### src/hbd_params.svh
// Timing, width and limit constants for the half-bridge input decoder
`ifndef HBD_PARAMS_SVH
`define HBD_PARAMS_SVH

// =====================================================================
// Clock
`define HBD_CLK_NS 5

// =====================================================================
// Full-duty monitoring pulse periods
`define HBD_FULL_20K_NS 50000
`define HBD_FULL_40K_NS 25000
`define HBD_FULL_20K_CYC (`HBD_FULL_20K_NS / `HBD_CLK_NS)
`define HBD_FULL_40K_CYC (`HBD_FULL_40K_NS / `HBD_CLK_NS)

// =====================================================================
// Minimum dead time, least time so rounded up
`define HBD_DEAD_NS 20
`define HBD_DEAD_CYC ((`HBD_DEAD_NS + `HBD_CLK_NS - 1) / `HBD_CLK_NS)
`define HBD_DEAD_CNT_W 8

// =====================================================================
// Current limit scaling
`define HBD_LIM_W 9
`define HBD_CUR_W 14
`define HBD_LIM_SPAN_MV 400
`define HBD_LIM_MAX_MA 8000
`define HBD_MA_PER_MV (`HBD_LIM_MAX_MA / `HBD_LIM_SPAN_MV)

// =====================================================================
// Reset values
`define HBD_RST_SEL 1'b0
`define HBD_RST_MODE 2'h0

`endif

### src/hbd_pkg.sv
// Types shared by the half-bridge input decoder modules
package hbd_pkg;

	typedef enum logic [1:0] {
		HBD_MODE_6X = 2'h0,
		HBD_MODE_3X = 2'h1,
		HBD_MODE_6X_CL = 2'h2,
		HBD_MODE_3X_CL = 2'h3
	} hbd_mode_type;

	typedef enum logic [2:0] {
		HBD_DRV_OFF = 3'h1,
		HBD_DRV_HIGH = 3'h2,
		HBD_DRV_LOW = 3'h4
	} hbd_drive_type;

endpackage : hbd_pkg

### src/hbd_phase.sv
// One half-bridge: level and enable decode with dead-time enforcement
`timescale 1ns/1ps
`include "hbd_params.svh"

module hbd_phase import hbd_pkg::*; #(
	parameter int DEAD_CYC = `HBD_DEAD_CYC,
	parameter int CW = `HBD_DEAD_CNT_W
) (
	input wire logic i_ref_clk,
	input wire logic i_nrst,
	input wire logic i_enable,
	input wire logic i_level,
	input wire logic i_chop,
	output logic o_hs_on,
	output logic o_ls_on
);

	typedef struct packed {
		hbd_drive_type drv;
		logic last_hi;
		logic [CW-1:0] off_cnt;
	} hbd_phase_state_type;

	localparam logic [CW-1:0] CNT_MAX = '1;
	localparam logic [CW-1:0] DEAD = CW'(DEAD_CYC);

	hbd_phase_state_type state_r;
	hbd_phase_state_type state_nxt;
	hbd_drive_type want;

	if (DEAD_CYC < 1 || DEAD_CYC > (2 ** CW) - 2) begin : g_bad_dead
		$error("hbd_phase: DEAD_CYC out of range");
	end

	// =================================================================
	// Drive state
	always_comb begin
		state_nxt = state_r;
		if (!i_enable || i_chop) begin
			want = HBD_DRV_OFF;
		end else if (i_level) begin
			want = HBD_DRV_HIGH;
		end else begin
			want = HBD_DRV_LOW;
		end
		case (state_r.drv)
			HBD_DRV_OFF: begin
				if (state_r.off_cnt != CNT_MAX) begin
					state_nxt.off_cnt = state_r.off_cnt + 1'b1;
				end
				// Opposite switch waits out the dead time; a longer gap from outside is kept
				if (want == HBD_DRV_HIGH && (state_r.last_hi || state_r.off_cnt >= DEAD)) begin
					state_nxt.drv = HBD_DRV_HIGH;
					state_nxt.last_hi = 1'b1;
				end else if (want == HBD_DRV_LOW &&
						(!state_r.last_hi || state_r.off_cnt >= DEAD)) begin
					state_nxt.drv = HBD_DRV_LOW;
					state_nxt.last_hi = 1'b0;
				end
			end
			HBD_DRV_HIGH: begin
				if (want != HBD_DRV_HIGH) begin
					state_nxt.drv = HBD_DRV_OFF;
					state_nxt.off_cnt = CW'(1);
				end
			end
			HBD_DRV_LOW: begin
				if (want != HBD_DRV_LOW) begin
					state_nxt.drv = HBD_DRV_OFF;
					state_nxt.off_cnt = CW'(1);
				end
			end
			default: begin
				state_nxt.drv = HBD_DRV_OFF;
			end
		endcase
	end

	always_ff @(posedge i_ref_clk or negedge i_nrst) begin
		if (!i_nrst) begin
			state_r <= '{drv: HBD_DRV_OFF, last_hi: 1'b0, off_cnt: '1};
		end else begin
			state_r <= state_nxt;
		end
	end

	assign o_hs_on = state_r.drv[1];
	assign o_ls_on = state_r.drv[2];

	// =================================================================
	// Checks
	logic [CW-1:0] gap_r;
	logic hs_last_r;

	always_ff @(posedge i_ref_clk or negedge i_nrst) begin
		if (!i_nrst) begin
			gap_r <= '1;
			hs_last_r <= 1'b0;
		end else if (o_hs_on || o_ls_on) begin
			gap_r <= '0;
			hs_last_r <= o_hs_on;
		end else if (gap_r != CNT_MAX) begin
			gap_r <= gap_r + 1'b1;
		end
	end

	chk_off_when_disabled: assert property (@(posedge i_ref_clk) disable iff (!i_nrst)
		!i_enable |=> !o_hs_on && !o_ls_on)
		else $error("phase driven while disabled");

	chk_low_follows: assert property (@(posedge i_ref_clk) disable iff (!i_nrst)
		(i_enable && !i_level && !i_chop) [*8] |-> o_ls_on && !o_hs_on)
		else $error("phase not low after steady low request");

	chk_no_overlap: assert property (@(posedge i_ref_clk) disable iff (!i_nrst)
		!(o_hs_on && o_ls_on))
		else $error("both switches on");

	chk_dead_gap: assert property (@(posedge i_ref_clk) disable iff (!i_nrst)
		($rose(o_ls_on) && hs_last_r) || ($rose(o_hs_on) && !hs_last_r)
		|-> $past(gap_r) >= DEAD - 1'b1)
		else $error("dead time shorter than minimum");

endmodule : hbd_phase

### src/hbd_top.sv
// Three half-bridge input decoder with cycle-by-cycle current limit
`timescale 1ns/1ps
`include "hbd_params.svh"

module hbd_top import hbd_pkg::*; #(
	parameter int FULL_20K_CYC = `HBD_FULL_20K_CYC,
	parameter int FULL_40K_CYC = `HBD_FULL_40K_CYC,
	parameter int DEAD_CYC = `HBD_DEAD_CYC
) (
	input wire logic i_ref_clk,
	input wire logic i_nrst,
	input wire logic i_phase_one_level,
	input wire logic i_phase_two_level,
	input wire logic i_phase_three_level,
	input wire logic i_phase_one_enable,
	input wire logic i_phase_two_enable,
	input wire logic i_phase_three_enable,
	input wire logic [1:0] i_pwm_mode,
	input wire logic i_full_duty_sel,
	input wire logic [`HBD_LIM_W-1:0] i_current_limit_level,
	input wire logic [`HBD_CUR_W-1:0] i_phase_one_current,
	input wire logic [`HBD_CUR_W-1:0] i_phase_two_current,
	input wire logic [`HBD_CUR_W-1:0] i_phase_three_current,
	input wire logic [2:0] i_current_into_pin,
	output logic [2:0] o_phase_hs_on,
	output logic [2:0] o_phase_ls_on,
	output logic [`HBD_CUR_W-1:0] o_phase_one_sense_output,
	output logic [`HBD_CUR_W-1:0] o_phase_two_sense_output,
	output logic [`HBD_CUR_W-1:0] o_phase_three_sense_output,
	output logic [2:0] o_phase_sense_valid,
	output logic [2:0] o_limit_trip
);

	localparam int LW = `HBD_LIM_W;
	localparam int CW = `HBD_CUR_W;
	localparam int PCW = $clog2(FULL_20K_CYC + 1);
	localparam logic [LW-1:0] LIM_SPAN = LW'(`HBD_LIM_SPAN_MV);
	localparam logic [CW-1:0] LIM_MAX = CW'(`HBD_LIM_MAX_MA);
	localparam logic [CW-1:0] MA_PER_MV = CW'(`HBD_MA_PER_MV);
	localparam logic [PCW-1:0] P20_LAST = PCW'(FULL_20K_CYC - 1);
	localparam logic [PCW-1:0] P40_LAST = PCW'(FULL_40K_CYC - 1);

	if (FULL_40K_CYC < 2 || FULL_20K_CYC < FULL_40K_CYC) begin : g_bad_period
		$error("hbd_top: full-duty periods out of range");
	end

	typedef struct packed {
		logic [2:0] lvl_s1;
		logic [2:0] lvl_s2;
		logic [2:0] lvl_d;
		logic [2:0] en_s1;
		logic [2:0] en_s2;
		logic [1:0] mode_s1;
		logic [1:0] mode_s2;
		logic sel_s1;
		logic sel_s2;
		logic [LW-1:0] lim_s1;
		logic [LW-1:0] lim_s2;
		logic [LW-1:0] lim_d;
		logic [CW-1:0] thr;
		logic [PCW-1:0] pcnt;
		logic [2:0] chop;
		logic [2:0] valid;
		logic [2:0][CW-1:0] sense;
	} hbd_top_state_type;

	hbd_top_state_type state_r;
	hbd_top_state_type state_nxt;
	logic [2:0][CW-1:0] cur;
	logic [2:0] rise;
	logic [2:0] trip;
	logic [2:0] hs_on;
	logic [2:0] ls_on;
	logic [PCW-1:0] period_last;
	logic pstart;
	logic cl_mode;

	assign cur[0] = i_phase_one_current;
	assign cur[1] = i_phase_two_current;
	assign cur[2] = i_phase_three_current;

	// =================================================================
	// Input synchronisers, threshold, period and limit logic
	always_comb begin
		state_nxt = state_r;
		state_nxt.lvl_s1 = {i_phase_three_level, i_phase_two_level, i_phase_one_level};
		state_nxt.en_s1 = {i_phase_three_enable, i_phase_two_enable, i_phase_one_enable};
		state_nxt.mode_s1 = i_pwm_mode;
		state_nxt.sel_s1 = i_full_duty_sel;
		state_nxt.lim_s1 = i_current_limit_level;
		state_nxt.lvl_s2 = state_r.lvl_s1;
		state_nxt.en_s2 = state_r.en_s1;
		state_nxt.mode_s2 = state_r.mode_s1;
		state_nxt.sel_s2 = state_r.sel_s1;
		state_nxt.lim_s2 = state_r.lim_s1;
		state_nxt.lvl_d = state_r.lvl_s2;
		state_nxt.lim_d = state_r.lim_s2;

		// Level is millivolts below the midpoint; zero means limiting off
		// Level word taken only once two synced samples agree, so a skewed crossing is ignored
		if (state_r.lim_s2 != state_r.lim_d) begin
			state_nxt.thr = state_r.thr;
		end else if (state_r.lim_s2 == '0) begin
			state_nxt.thr = '0;
		end else if (state_r.lim_s2 >= LIM_SPAN) begin
			state_nxt.thr = LIM_MAX;
		end else begin
			state_nxt.thr = CW'(state_r.lim_s2) * MA_PER_MV;
		end

		cl_mode = (state_r.mode_s2 == HBD_MODE_6X_CL) ||
			(state_r.mode_s2 == HBD_MODE_3X_CL);

		// External PWM edges start a period; without them the internal pulse does
		rise = state_r.lvl_s2 & ~state_r.lvl_d & state_r.en_s2;
		period_last = state_r.sel_s2 ? P40_LAST : P20_LAST;
		pstart = (|rise) || (state_r.pcnt >= period_last);
		if (pstart) begin
			state_nxt.pcnt = '0;
		end else begin
			state_nxt.pcnt = state_r.pcnt + 1'b1;
		end

		for (int i = 0; i < 3; i++) begin
			// Current is seen only on the low-side path
			state_nxt.valid[i] = ls_on[i] && i_current_into_pin[i];
			state_nxt.sense[i] = state_nxt.valid[i] ? cur[i] : '0;
			trip[i] = cl_mode && (state_r.thr != '0) && state_nxt.valid[i] &&
				(cur[i] > state_r.thr);
		end
		// A trip in the same cycle as a period start wins over the release
		state_nxt.chop = (state_r.chop & {3{~pstart}}) | trip;
	end

	always_ff @(posedge i_ref_clk or negedge i_nrst) begin
		if (!i_nrst) begin
			state_r <= '0;
			state_r.mode_s1 <= `HBD_RST_MODE;
			state_r.mode_s2 <= `HBD_RST_MODE;
			state_r.sel_s1 <= `HBD_RST_SEL;
			state_r.sel_s2 <= `HBD_RST_SEL;
		end else begin
			state_r <= state_nxt;
		end
	end

	// =================================================================
	// Half bridges
	for (genvar g = 0; g < 3; g++) begin : g_phase
		hbd_phase #(
			.DEAD_CYC(DEAD_CYC),
			.CW(`HBD_DEAD_CNT_W)
		) u_phase (
			.i_ref_clk(i_ref_clk),
			.i_nrst(i_nrst),
			.i_enable(state_r.en_s2[g]),
			.i_level(state_r.lvl_s2[g]),
			.i_chop(state_r.chop[g]),
			.o_hs_on(hs_on[g]),
			.o_ls_on(ls_on[g])
		);
	end

	assign o_phase_hs_on = hs_on;
	assign o_phase_ls_on = ls_on;
	assign o_phase_one_sense_output = state_r.sense[0];
	assign o_phase_two_sense_output = state_r.sense[1];
	assign o_phase_three_sense_output = state_r.sense[2];
	assign o_phase_sense_valid = state_r.valid;
	assign o_limit_trip = state_r.chop;

	// =================================================================
	// Checks
	chk_limit_off_mid: assert property (@(posedge i_ref_clk) disable iff (!i_nrst)
		(state_r.lim_s2 == '0) && (state_r.lim_d == '0) |=> (state_r.thr == '0))
		else $error("threshold not off at midpoint");

	chk_limit_max_level: assert property (@(posedge i_ref_clk) disable iff (!i_nrst)
		(state_r.lim_s2 == LIM_SPAN) && (state_r.lim_d == LIM_SPAN) |=> (state_r.thr == LIM_MAX))
		else $error("threshold not at maximum");

	chk_trip_needs_mode: assert property (@(posedge i_ref_clk) disable iff (!i_nrst)
		(|(o_limit_trip & ~$past(o_limit_trip))) |-> $past(cl_mode))
		else $error("limit tripped outside limit modes");

	chk_full_duty_wrap: assert property (@(posedge i_ref_clk) disable iff (!i_nrst)
		(state_r.pcnt == P40_LAST) && state_r.sel_s2 && !(|rise) |=> state_r.pcnt == '0)
		else $error("40 kHz pulse period wrong");

	chk_slow_rate_hold: assert property (@(posedge i_ref_clk) disable iff (!i_nrst)
		(state_r.pcnt == P40_LAST) && !state_r.sel_s2 && !(|rise) |=> state_r.pcnt != '0)
		else $error("20 kHz pulse ended early");

	chk_sense_lowside: assert property (@(posedge i_ref_clk) disable iff (!i_nrst)
		(|o_phase_sense_valid) |-> (($past(o_phase_ls_on) & o_phase_sense_valid)
			== o_phase_sense_valid))
		else $error("sense valid without low-side conduction");

	chk_no_hs_trip: assert property (@(posedge i_ref_clk) disable iff (!i_nrst)
		(|(o_limit_trip & ~$past(o_limit_trip) & $past(o_phase_hs_on))) == 1'b0)
		else $error("trip from high-side current");

	chk_chop_release: assert property (@(posedge i_ref_clk) disable iff (!i_nrst)
		pstart && !(|trip) |=> (o_limit_trip == 3'h0))
		else $error("limit not released at period start");

	cov_trip: cover property (@(posedge i_ref_clk) disable iff (!i_nrst)
		|(o_limit_trip & ~$past(o_limit_trip)));

	cov_internal_pulse: cover property (@(posedge i_ref_clk) disable iff (!i_nrst)
		pstart && !(|rise) && cl_mode);

	cov_sense_valid: cover property (@(posedge i_ref_clk) disable iff (!i_nrst)
		|o_phase_sense_valid);

endmodule : hbd_top

### config.mk
export PLATFORM = sky130hd
export DESIGN_NAME = hbd_top
export DESIGN_NICKNAME = d
export VERILOG_FILES = /design/src/hbd_pkg.sv /design/src/hbd_phase.sv /design/src/hbd_top.sv
export VERILOG_INCLUDE_DIRS = /design/src /design/src/src
export SDC_FILE = /design/constraint.sdc
export NUM_CORES = 1
export LEC_CHECK = 0
export BUFFER_PORTS_ARGS = -buffer_cell sky130_fd_sc_hd__buf_4
export CORE_ASPECT_RATIO = 1.2
export CORE_MARGIN = 1.5
export CORE_UTILIZATION = 40
export DETAILED_ROUTE_END_ITERATION = 8
export PLACE_DENSITY = 0.63
export SYNTH_ARGS = -nofsm -noshare
export SYNTH_HDL_FRONTEND = slang
export SYNTH_SLANG_ARGS = --single-unit
### constraint.sdc
create_clock -name i_ref_clk -period 6.5 [get_ports i_ref_clk]
set_input_delay 0.325 -clock i_ref_clk [delete_from_list [all_inputs] [get_ports i_ref_clk]]
set_output_delay 0.325 -clock i_ref_clk [all_outputs]
set_load 0.01 [all_outputs]
Word-level counts from Yosys, hierarchy flattened
Index checks and enable logic that the tools add are counted.

storage, ports and cells
  register bits after elaboration = 160
  bits in read-only memories = 0
  latch bits = 0
  bits of input ports = 65
  bits in writable memories = 0
  word-level logic and storage cells = 177
  memories = 0
  output and inout port bits = 54

operators by class
  $mul = 1
  shifts and indexed selects = 0
  reductions and logical operators = 51
  div/mod/pow operators = 0
  equal/unequal tests = 39
  add/sub/neg operators = 4
  mux-type cells = 40
  $lt $le $gt $ge = 8
  bitwise gates (word level) = 6

operators with widths
  cell                     count
  $mux W14                 7
  $mux W8                  9
  $pmux W8 S3              3
  $gt A14 B14 Y1           3
  $mux W3                  12
  $pmux W3 S3              3
  $add A8 B1 Y8 const B    3
  $ge A8 B3 Y1 const B     3
  $mux W4                  6
  $ne A8 B8 Y1 const B     3
  $eq A3 B2 Y1 const B     6
  $eq A3 B3 Y1 const B     6
  $ne A2 B1 Y1 const B     9
  $logic_and A1 B1 Y1      16
  $add A14 B1 Y14 const B  1
  $ge A14 B14 Y1           1
  $reduce_bool A14 Y1      1
  $mul A9 B3 Y12 const B   1
  $reduce_and A4 Y1        3
  $logic_or A1 B1 Y1       11
  $and A3 B3 Y3            3
  $eq A3 B1 Y1 const B     3
  $ge A9 B9 Y1 const B     1
  $logic_not A9 Y1         1
  14 further kinds         34

Logic depth before layout (Yosys ltp)
Gate-level depths: netlist (run 1).

  depth after elaboration = 8
  mapped depth = 9
  mapped depth without buffers = 9

By module
A second synthesis (run 1) with hierarchy kept.

second synthesis, totals
  cell total of the unflattened synthesis = 745
  area total of the unflattened synthesis = 8008.9 sq um

modules (own cells, without submodules)
  module     sequential area each (sq um)  times used  area each (sq um)  cells each
  hbd_top    3002.9                        1           5711.7             508
  hbd_phase  311.5                         3           765.7              79

Worst setup path after synthesis (run 1)
OpenSTA, ideal clock, no wires.

  path type = flip-flop to flip-flop
  from = reg state_r (netlist bit state_nxt[78])
  to = reg state_r[74] in the netlist's numbering
  required time = 6380 ps
  period minus slack after synthesis = 2410 ps
  setup slack = 4090 ps
  buffers on the path = 0
  arrival time = 2290 ps
  setup time = 120 ps
  stages on the path, launching flop included = 8
  cell sequence = dfrtp_1 -> ha_1 -> ha_1 -> a211oi_1 -> nor2_1 -> o311a_1 -> or4_1 -> a41o_1

between the ends
  cells in the longest elaborated chain, start to end = 3
  elaborated cells on any way between the ends = 6
  classes of those cells = 1 x mul; 1 x order compare; 1 x eq/ne; 2 x mux; 1 x reduce/logical

ends and longest elaborated chain
  item                                            RTL line                        text
  start: declaration                              hbd_top.sv:67                   hbd_top_state_type state_r;
  start signal: assignment                        hbd_top.sv:143                  state_r <= state_nxt;
  $mul A9 B3 Y12 or $ge A9 B9 Y1 (tied branches)  hbd_top.sv:108, hbd_top.sv:105
  $mux W14                                        hbd_top.sv:105                  end else if (state_r.lim_s2 >= LIM_SPAN) begin
  $mux W14                                        hbd_top.sv:103                  end else if (state_r.lim_s2 == '0) begin

Parallel ways exist; a longest one is shown, timed or not.
A chain may end at the register's enable or synchronous reset.

Worst setup path after layout (run 1)
  from = reg state_r (netlist bit state_nxt[79])
  to = reg state_r[73] in the netlist's numbering

Same word-level chain as after synthesis.

==> impl_metrics.ini, run 1 <==
[run_status]
status = completed

[final_layout]
drive_gt1_share_pct = 23.9
multi_input_area_um2 = 3310
nets = 932
final_cell_mix = dfrtp_1, buf_4, ha_1
antennaDiodeCount = 0
fill_cells = 1831
finish.utilization_pct = 48.4
final_common_cell = dfrtp_1
synthToLayoutAreaGrowth_pct = 19.2
seqCellArea_um2 = 3940

[drt]
drtAntennaViolNets = 0
post_drt_wl_per_cell_um = 16.1
vias = 5493
drtIter0Drc = 289
drc = 0
vias_per_cell = 5.10
wl_um = 17300
drtPass1Iterations = 4

[yosys]
synth-compound-area-share_pct = 11.9
yosys.area.top_type = dfrtp_1
yosysTopAreaCellShare_pct = 41.0
ys_seq_area_share_pct = 50.0
synthArstFlopShare_pct = 100
ys_ff_latch = 156
synthSimpleGateAreaFrac_pct = 15.4
synth_top_family_by_area = simple AND/OR/NAND/NOR gates
synth_fa_ha_area_share_pct = 10.1
avgSynthCellArea_um2 = 10.9
synth_cells = 722
syn_nets = 850
synthMuxAreaShare_pct = 0.667
yosysWarningCount = 0
syn_area_um2 = 7880
synth_top_flop_cell = dfrtp_1
synth-edff-count = 0
synth_xor_area_share_pct = 4.00
synthTopCellsByArea = dfrtp_1, ha_1, dfstp_2
synthDistinctLibCells = 64

[critical_path]
arrival_ns = 2.89
startpoint = state_nxt[79]
crit_required_ns = 6.81
critPathKind = flop to flop
r2r-end = state_r[73]
worst_setup_path_start_kind = flop
r2r_cells = 9
worst_setup_path_end_kind = flop
r2r_slack_ns = 3.92
crit_fanout = 5
reg2reg_from = state_nxt[79]
cp-endpoint = state_r[73]

[sta]
tns_ns = 0
slew_headroom_pct = 32.0
fin_crit_sh_pct = 39.7
drv_slew = 0
setup_viol = 0
fin_worst_skew_ns = 0.0103
rsz0062_at_grt = false
worst_pin_slew_ns = 1.01
finalHoldViolations = 0
fmax_ghz = 0.388
fin_crit_ns = 2.58

[power]
power_density_nw_per_um2 = 334
p_leak_uw = 0.00451
vdd_ir_drop_max_mv = 0.173

[global_route]
grt.total_usage_pct = 17.9
grt_pass1_vias = 5514
grt_max_degree = 83
grt_pass1_wl_um = 28400
antenna_found_initial = 1
grt.overflow.total = 0

[placement]
port-buffer-count = 117
gp_congestion = 0.793
post-dp-hpwl_um = 12500

[floorplan]
top_level_ports = 119
die_w_um = 131
dieHeight_um = 157
die_area_um2 = 20600
coreArea_um2 = 19400
start_util_pct = 40.6
num_rows = 56

[clock_tree]
clkLatencyLatePin_ns = 0.43
clkTransAtPathRegs_ns = 0.06
clk_path_buf_depth = 2
ctsHoldBuffers = 17
cts_tree = yes
cts-buffers-inserted = 17
clock-sinks = 156
cts-htree-levels = 4
cts_resized = 0
post_cts_buffers = 0
clock-root-buffer = clkbuf_16

[min_path]
min_path_type = primary input to flop

[flow_run]
drv_cap = 0
-- worst max-delay path, cell delays in order (launching register included) --
cell and delay (ns):
dfrtp_1 0.44, ha_1 0.31, ha_1 0.19, inv_1 0.06, fa_1 0.38, nand2b_1 0.19, a31oi_1 0.28, o22ai_1 0.13
mux2_2 0.30, a22o_1 0.19
-- layout make-up --
| class | instances | share of cell area (%) |
|---|---|---|
| sequential | 156 | 41.9 |
| multi-input combinational | 455 | 35.3 |
| timing repair buffer | 137 | 11.5 |
| clock buffer | 21 | 4.80 |
| tap | 261 | 3.48 |
| clock inverter | 11 | 1.55 |
| inverter | 37 | 1.48 |
-- how the worst min path moves through the flow --
stage,depth (start not counted),to,from,slack [ns]
after detailed placement,0,state_nxt[116],state_nxt[119],0.33
after floorplan,0,g_phase[0].u_phase.o_hs_on,i_nrst,0.03
after global placement,0,state_nxt[82],state_nxt[91],0.33
after CTS,1,state_nxt[111],i_phase_three_enable,0.003
final,2,o_phase_one_sense_output[2],i_phase_one_current[2],0.15
after global routing,2,o_phase_two_sense_output[1],i_phase_two_current[1],0.14
-- per-layer routing --
layer | track usage [%] | part of all wire, %
met5 | 0 | 0.098
met4 | 6.15 | 1.6
met1 | 22.6 | 45
met3 | 4.28 | 4.5
met2 | 30.2 | 49
-- power breakdown --
part           switching, uW  internal (uW)  total [uW]
registers                189           1170        1360
clock network            393            614        1010
logic                    398            372         769
total                    979           2150        3130
-- cell families after synthesis --
logic type,after synthesis
compound gates,129
xor+xnor,36
fa+ha+maj,63
buf+inv,111
flops,156
mux,5
simple gates,222
-- Yosys cell counts, types with 9 or more instances --
master	n
o21ai_0	31
dfstp_2	27
clkbuf_1	15
dfrtp_1	129
nand3_1	20
nor4_1	9
nor2_1	39
xnor2_1	12
a21oi_1	20
inv_1	37
nand2_1	35
ha_1	62
nand4_1	15
xor2_1	24
and3_1	53
buf_4	55
o211ai_1	14
-- per-stage QoR --
| step | setup slack (ns) | hold WS [ns] | total power [uW] | cell area [um^2] | std cells |
|---|---|---|---|---|---|
| final | 3.92 | 0.154 | 3130 | 9390 | 1078 |
| after global routing | 3.71 | 0.142 | 3330 | 9390 | 1078 |
| after CTS | 3.91 | 0.00291 | 3170 | 9380 | 1077 |
| after detailed placement | 3.93 | 0.335 | 2140 | 8610 | 1028 |
| after global placement | 3.93 | 0.331 | 2120 | 8610 | 1028 |
| after floorplan | 4.09 | 0.0294 | 1930 | 7880 | 722 |
-- sequential cells by signal, indices dropped and copies added, names as in the netlist --
signal,count
state_r,43
g_phase.u_phase.state_r,30
state_nxt,29
o_phase_one_sense_output,14
o_phase_three_sense_output,14
o_phase_two_sense_output,14
g_phase.u_phase.o_hs_on,3
g_phase.u_phase.o_ls_on,3
o_limit_trip,3
o_phase_sense_valid,3
Power figures use the tool's default switching activity.
==> inputs of run 2 (changes only) <==
- clock period: 6.5 -> 2.41 ns (I/O delays scaled with it)
==> impl_metrics.ini, run 2 (synthesis results as in run 1) <==
[run_status]
status = completed

[sta]
fin_crit_ns = 2.32
fin_crit_sh_pct = 96.2
tns_ns = 0
fmax_ghz = 0.431
worst_pin_slew_ns = 0.597
setup_viol = 0
slew_headroom_pct = 59.2
fin_worst_skew_ns = 0.00782
rsz0062_at_grt = false
drv_slew = 0
finalHoldViolations = 0

[critical_path]
arrival_ns = 2.63
worst_setup_path_start_kind = flop
critPathKind = flop to flop
r2r_slack_ns = 0.09
crit_fanout = 2
crit_required_ns = 2.72
worst_setup_path_end_kind = flop

[global_route]
grt.total_usage_pct = 18.5
antenna_found_initial = 0
grt_max_degree = 58
grt.overflow.total = 0
grt_pass1_vias = 5860
met3_usage_pct = 4.57
grt_pass1_wl_um = 29800
grt_util_met2_pct = 31.3
use_met1_pct = 23.2
top_usage_layer = met2

[clock_tree]
cts-buffers-inserted = 17
clock-root-buffer = clkbuf_16
cts_tree = yes
cts-htree-levels = 4
post_cts_buffers = 0
clkTransAtPathRegs_ns = 0.07
clk_path_buf_depth = 2
clkLatencyLatePin_ns = 0.42
clock-sinks = 156

[drt]
vias_per_cell = 5.03
wl_um = 18200
drc = 0
drtAntennaViolNets = 0
drtPass1Iterations = 5
post_drt_wl_per_cell_um = 16.0
vias = 5734
drtIter0Drc = 328

[flow_run]
drv_cap = 0

[final_layout]
antennaDiodeCount = 0
regMostFlops = state_r
nets = 994
fin_cells = 1140
finish.utilization_pct = 51.8
largest_register_ff_count = 43
synthToLayoutAreaGrowth_pct = 27.6
final_cell_mix = buf_4, dfrtp_1, dlygate4sd3_1
fill_cells = 1757
final_common_cell = buf_4
final_area_um2 = 10100
drive_gt1_share_pct = 26.1

[power]
seq_power_share_pct = 41.8
pwr-share-clk_pct = 30.6
power_switching_uw = 2750
internal_power_uw = 5750
power_density_nw_per_um2 = 846
vdd_ir_drop_max_mv = 0.475
swShare_pct = 32.3
pwr-share-comb_pct = 27.6
p_leak_uw = 0.00479

[floorplan]
die_area_um2 = 20600
coreArea_um2 = 19400
num_rows = 56
dieHeight_um = 157
top_level_ports = 119
die_w_um = 131
start_util_pct = 40.6

[placement]
gp_congestion = 0.827
placedCellCount = 1050
port-buffer-count = 117
post-dp-hpwl_um = 13200
placed_cell_area_um2 = 8810

[min_path]
min_path_type = primary input to flop
run 2: cell types whose count changed in the layout (fill, tap and decap cells not counted), sizes merged:
cell / delta
buf: +22
bufinv: -2
clkbuf: -2
clkinv: -3
clkinvlp: +1
dlygate4sd3: +40
inv: +6
run 2: power by group through the flow:
stage / Combinational (uW) / Clock, uW / Sequential [uW]
after CTS: 2340 / 2680 / 3550
after detailed placement: 2260 / 0 / 3600
after floorplan: 1770 / 0 / 3430
after global routing: 2630 / 2790 / 3630
after global placement: 2210 / 0 / 3590
final: 2350 / 2600 / 3550
run 2: final timing paths:
| kind | start | to | depth (start not counted) |
|---|---|---|---|
| min reg2reg | state_nxt[92] | state_nxt[83] | 0 |
| min in group asynchronous | i_nrst | g_phase[2].u_phase.o_ls_on | 2 |
| min | i_phase_one_current[4] | o_phase_one_sense_output[4] | 2 |
| max in group asynchronous | i_nrst | g_phase[1].u_phase.state_r[4] | 3 |
| max | state_nxt[78] | state_r[74] | 7 |
| max reg2reg | state_nxt[78] | state_r[74] | 7 |
run 2: routing by layer:
layer	share of wire, %	vias to the layer above
li1	-	2810
met1	44	2772
met2	50	131
met3	4.3	21
met4	1.8	0
met5	0	-
run 2: what timing repair did:
action | CTS | global route
endpoints found under the hold margin | 99 | 2
hold buffers | 56 | 2
setup endpoints to repair | 2 | 4
gates resized for setup | 0 | 12
pin swaps | 2 | 1
run 2: metrics by stage:
stage	hold WS (ns)	setup WS (ns)	power, uW
after floorplan	-0.175	0.0356	5200
after global placement	0.0813	-0.00866	5800
after detailed placement	0.0811	-0.0161	5850
after CTS	0.00550	0.00378	8580
after global routing	0.0231	0.00296	9060
final	0.0387	0.0913	8500
run 2: worst max-delay path: stages (launching register included):
cell and delay, ns:
dfrtp_1 0.41, ha_4 0.27, ha_4 0.24, a211oi_2 0.23, nor2_1 0.09, o311a_1 0.31, or4_1 0.41, a41o_1 0.25
run 2: area by class of cell:
class / instances / area (um^2) / share of cell area [%]
Multi-Input combinational cell: 455 / 3410 / 33.9
Clock inverter: 13 / 130 / 1.29
Timing Repair Buffer: 199 / 1670 / 16.6
Inverter: 37 / 139 / 1.38
Sequential cell: 156 / 3940 / 39.2
Clock buffer: 19 / 443 / 4.41
Tap cell: 261 / 327 / 3.25
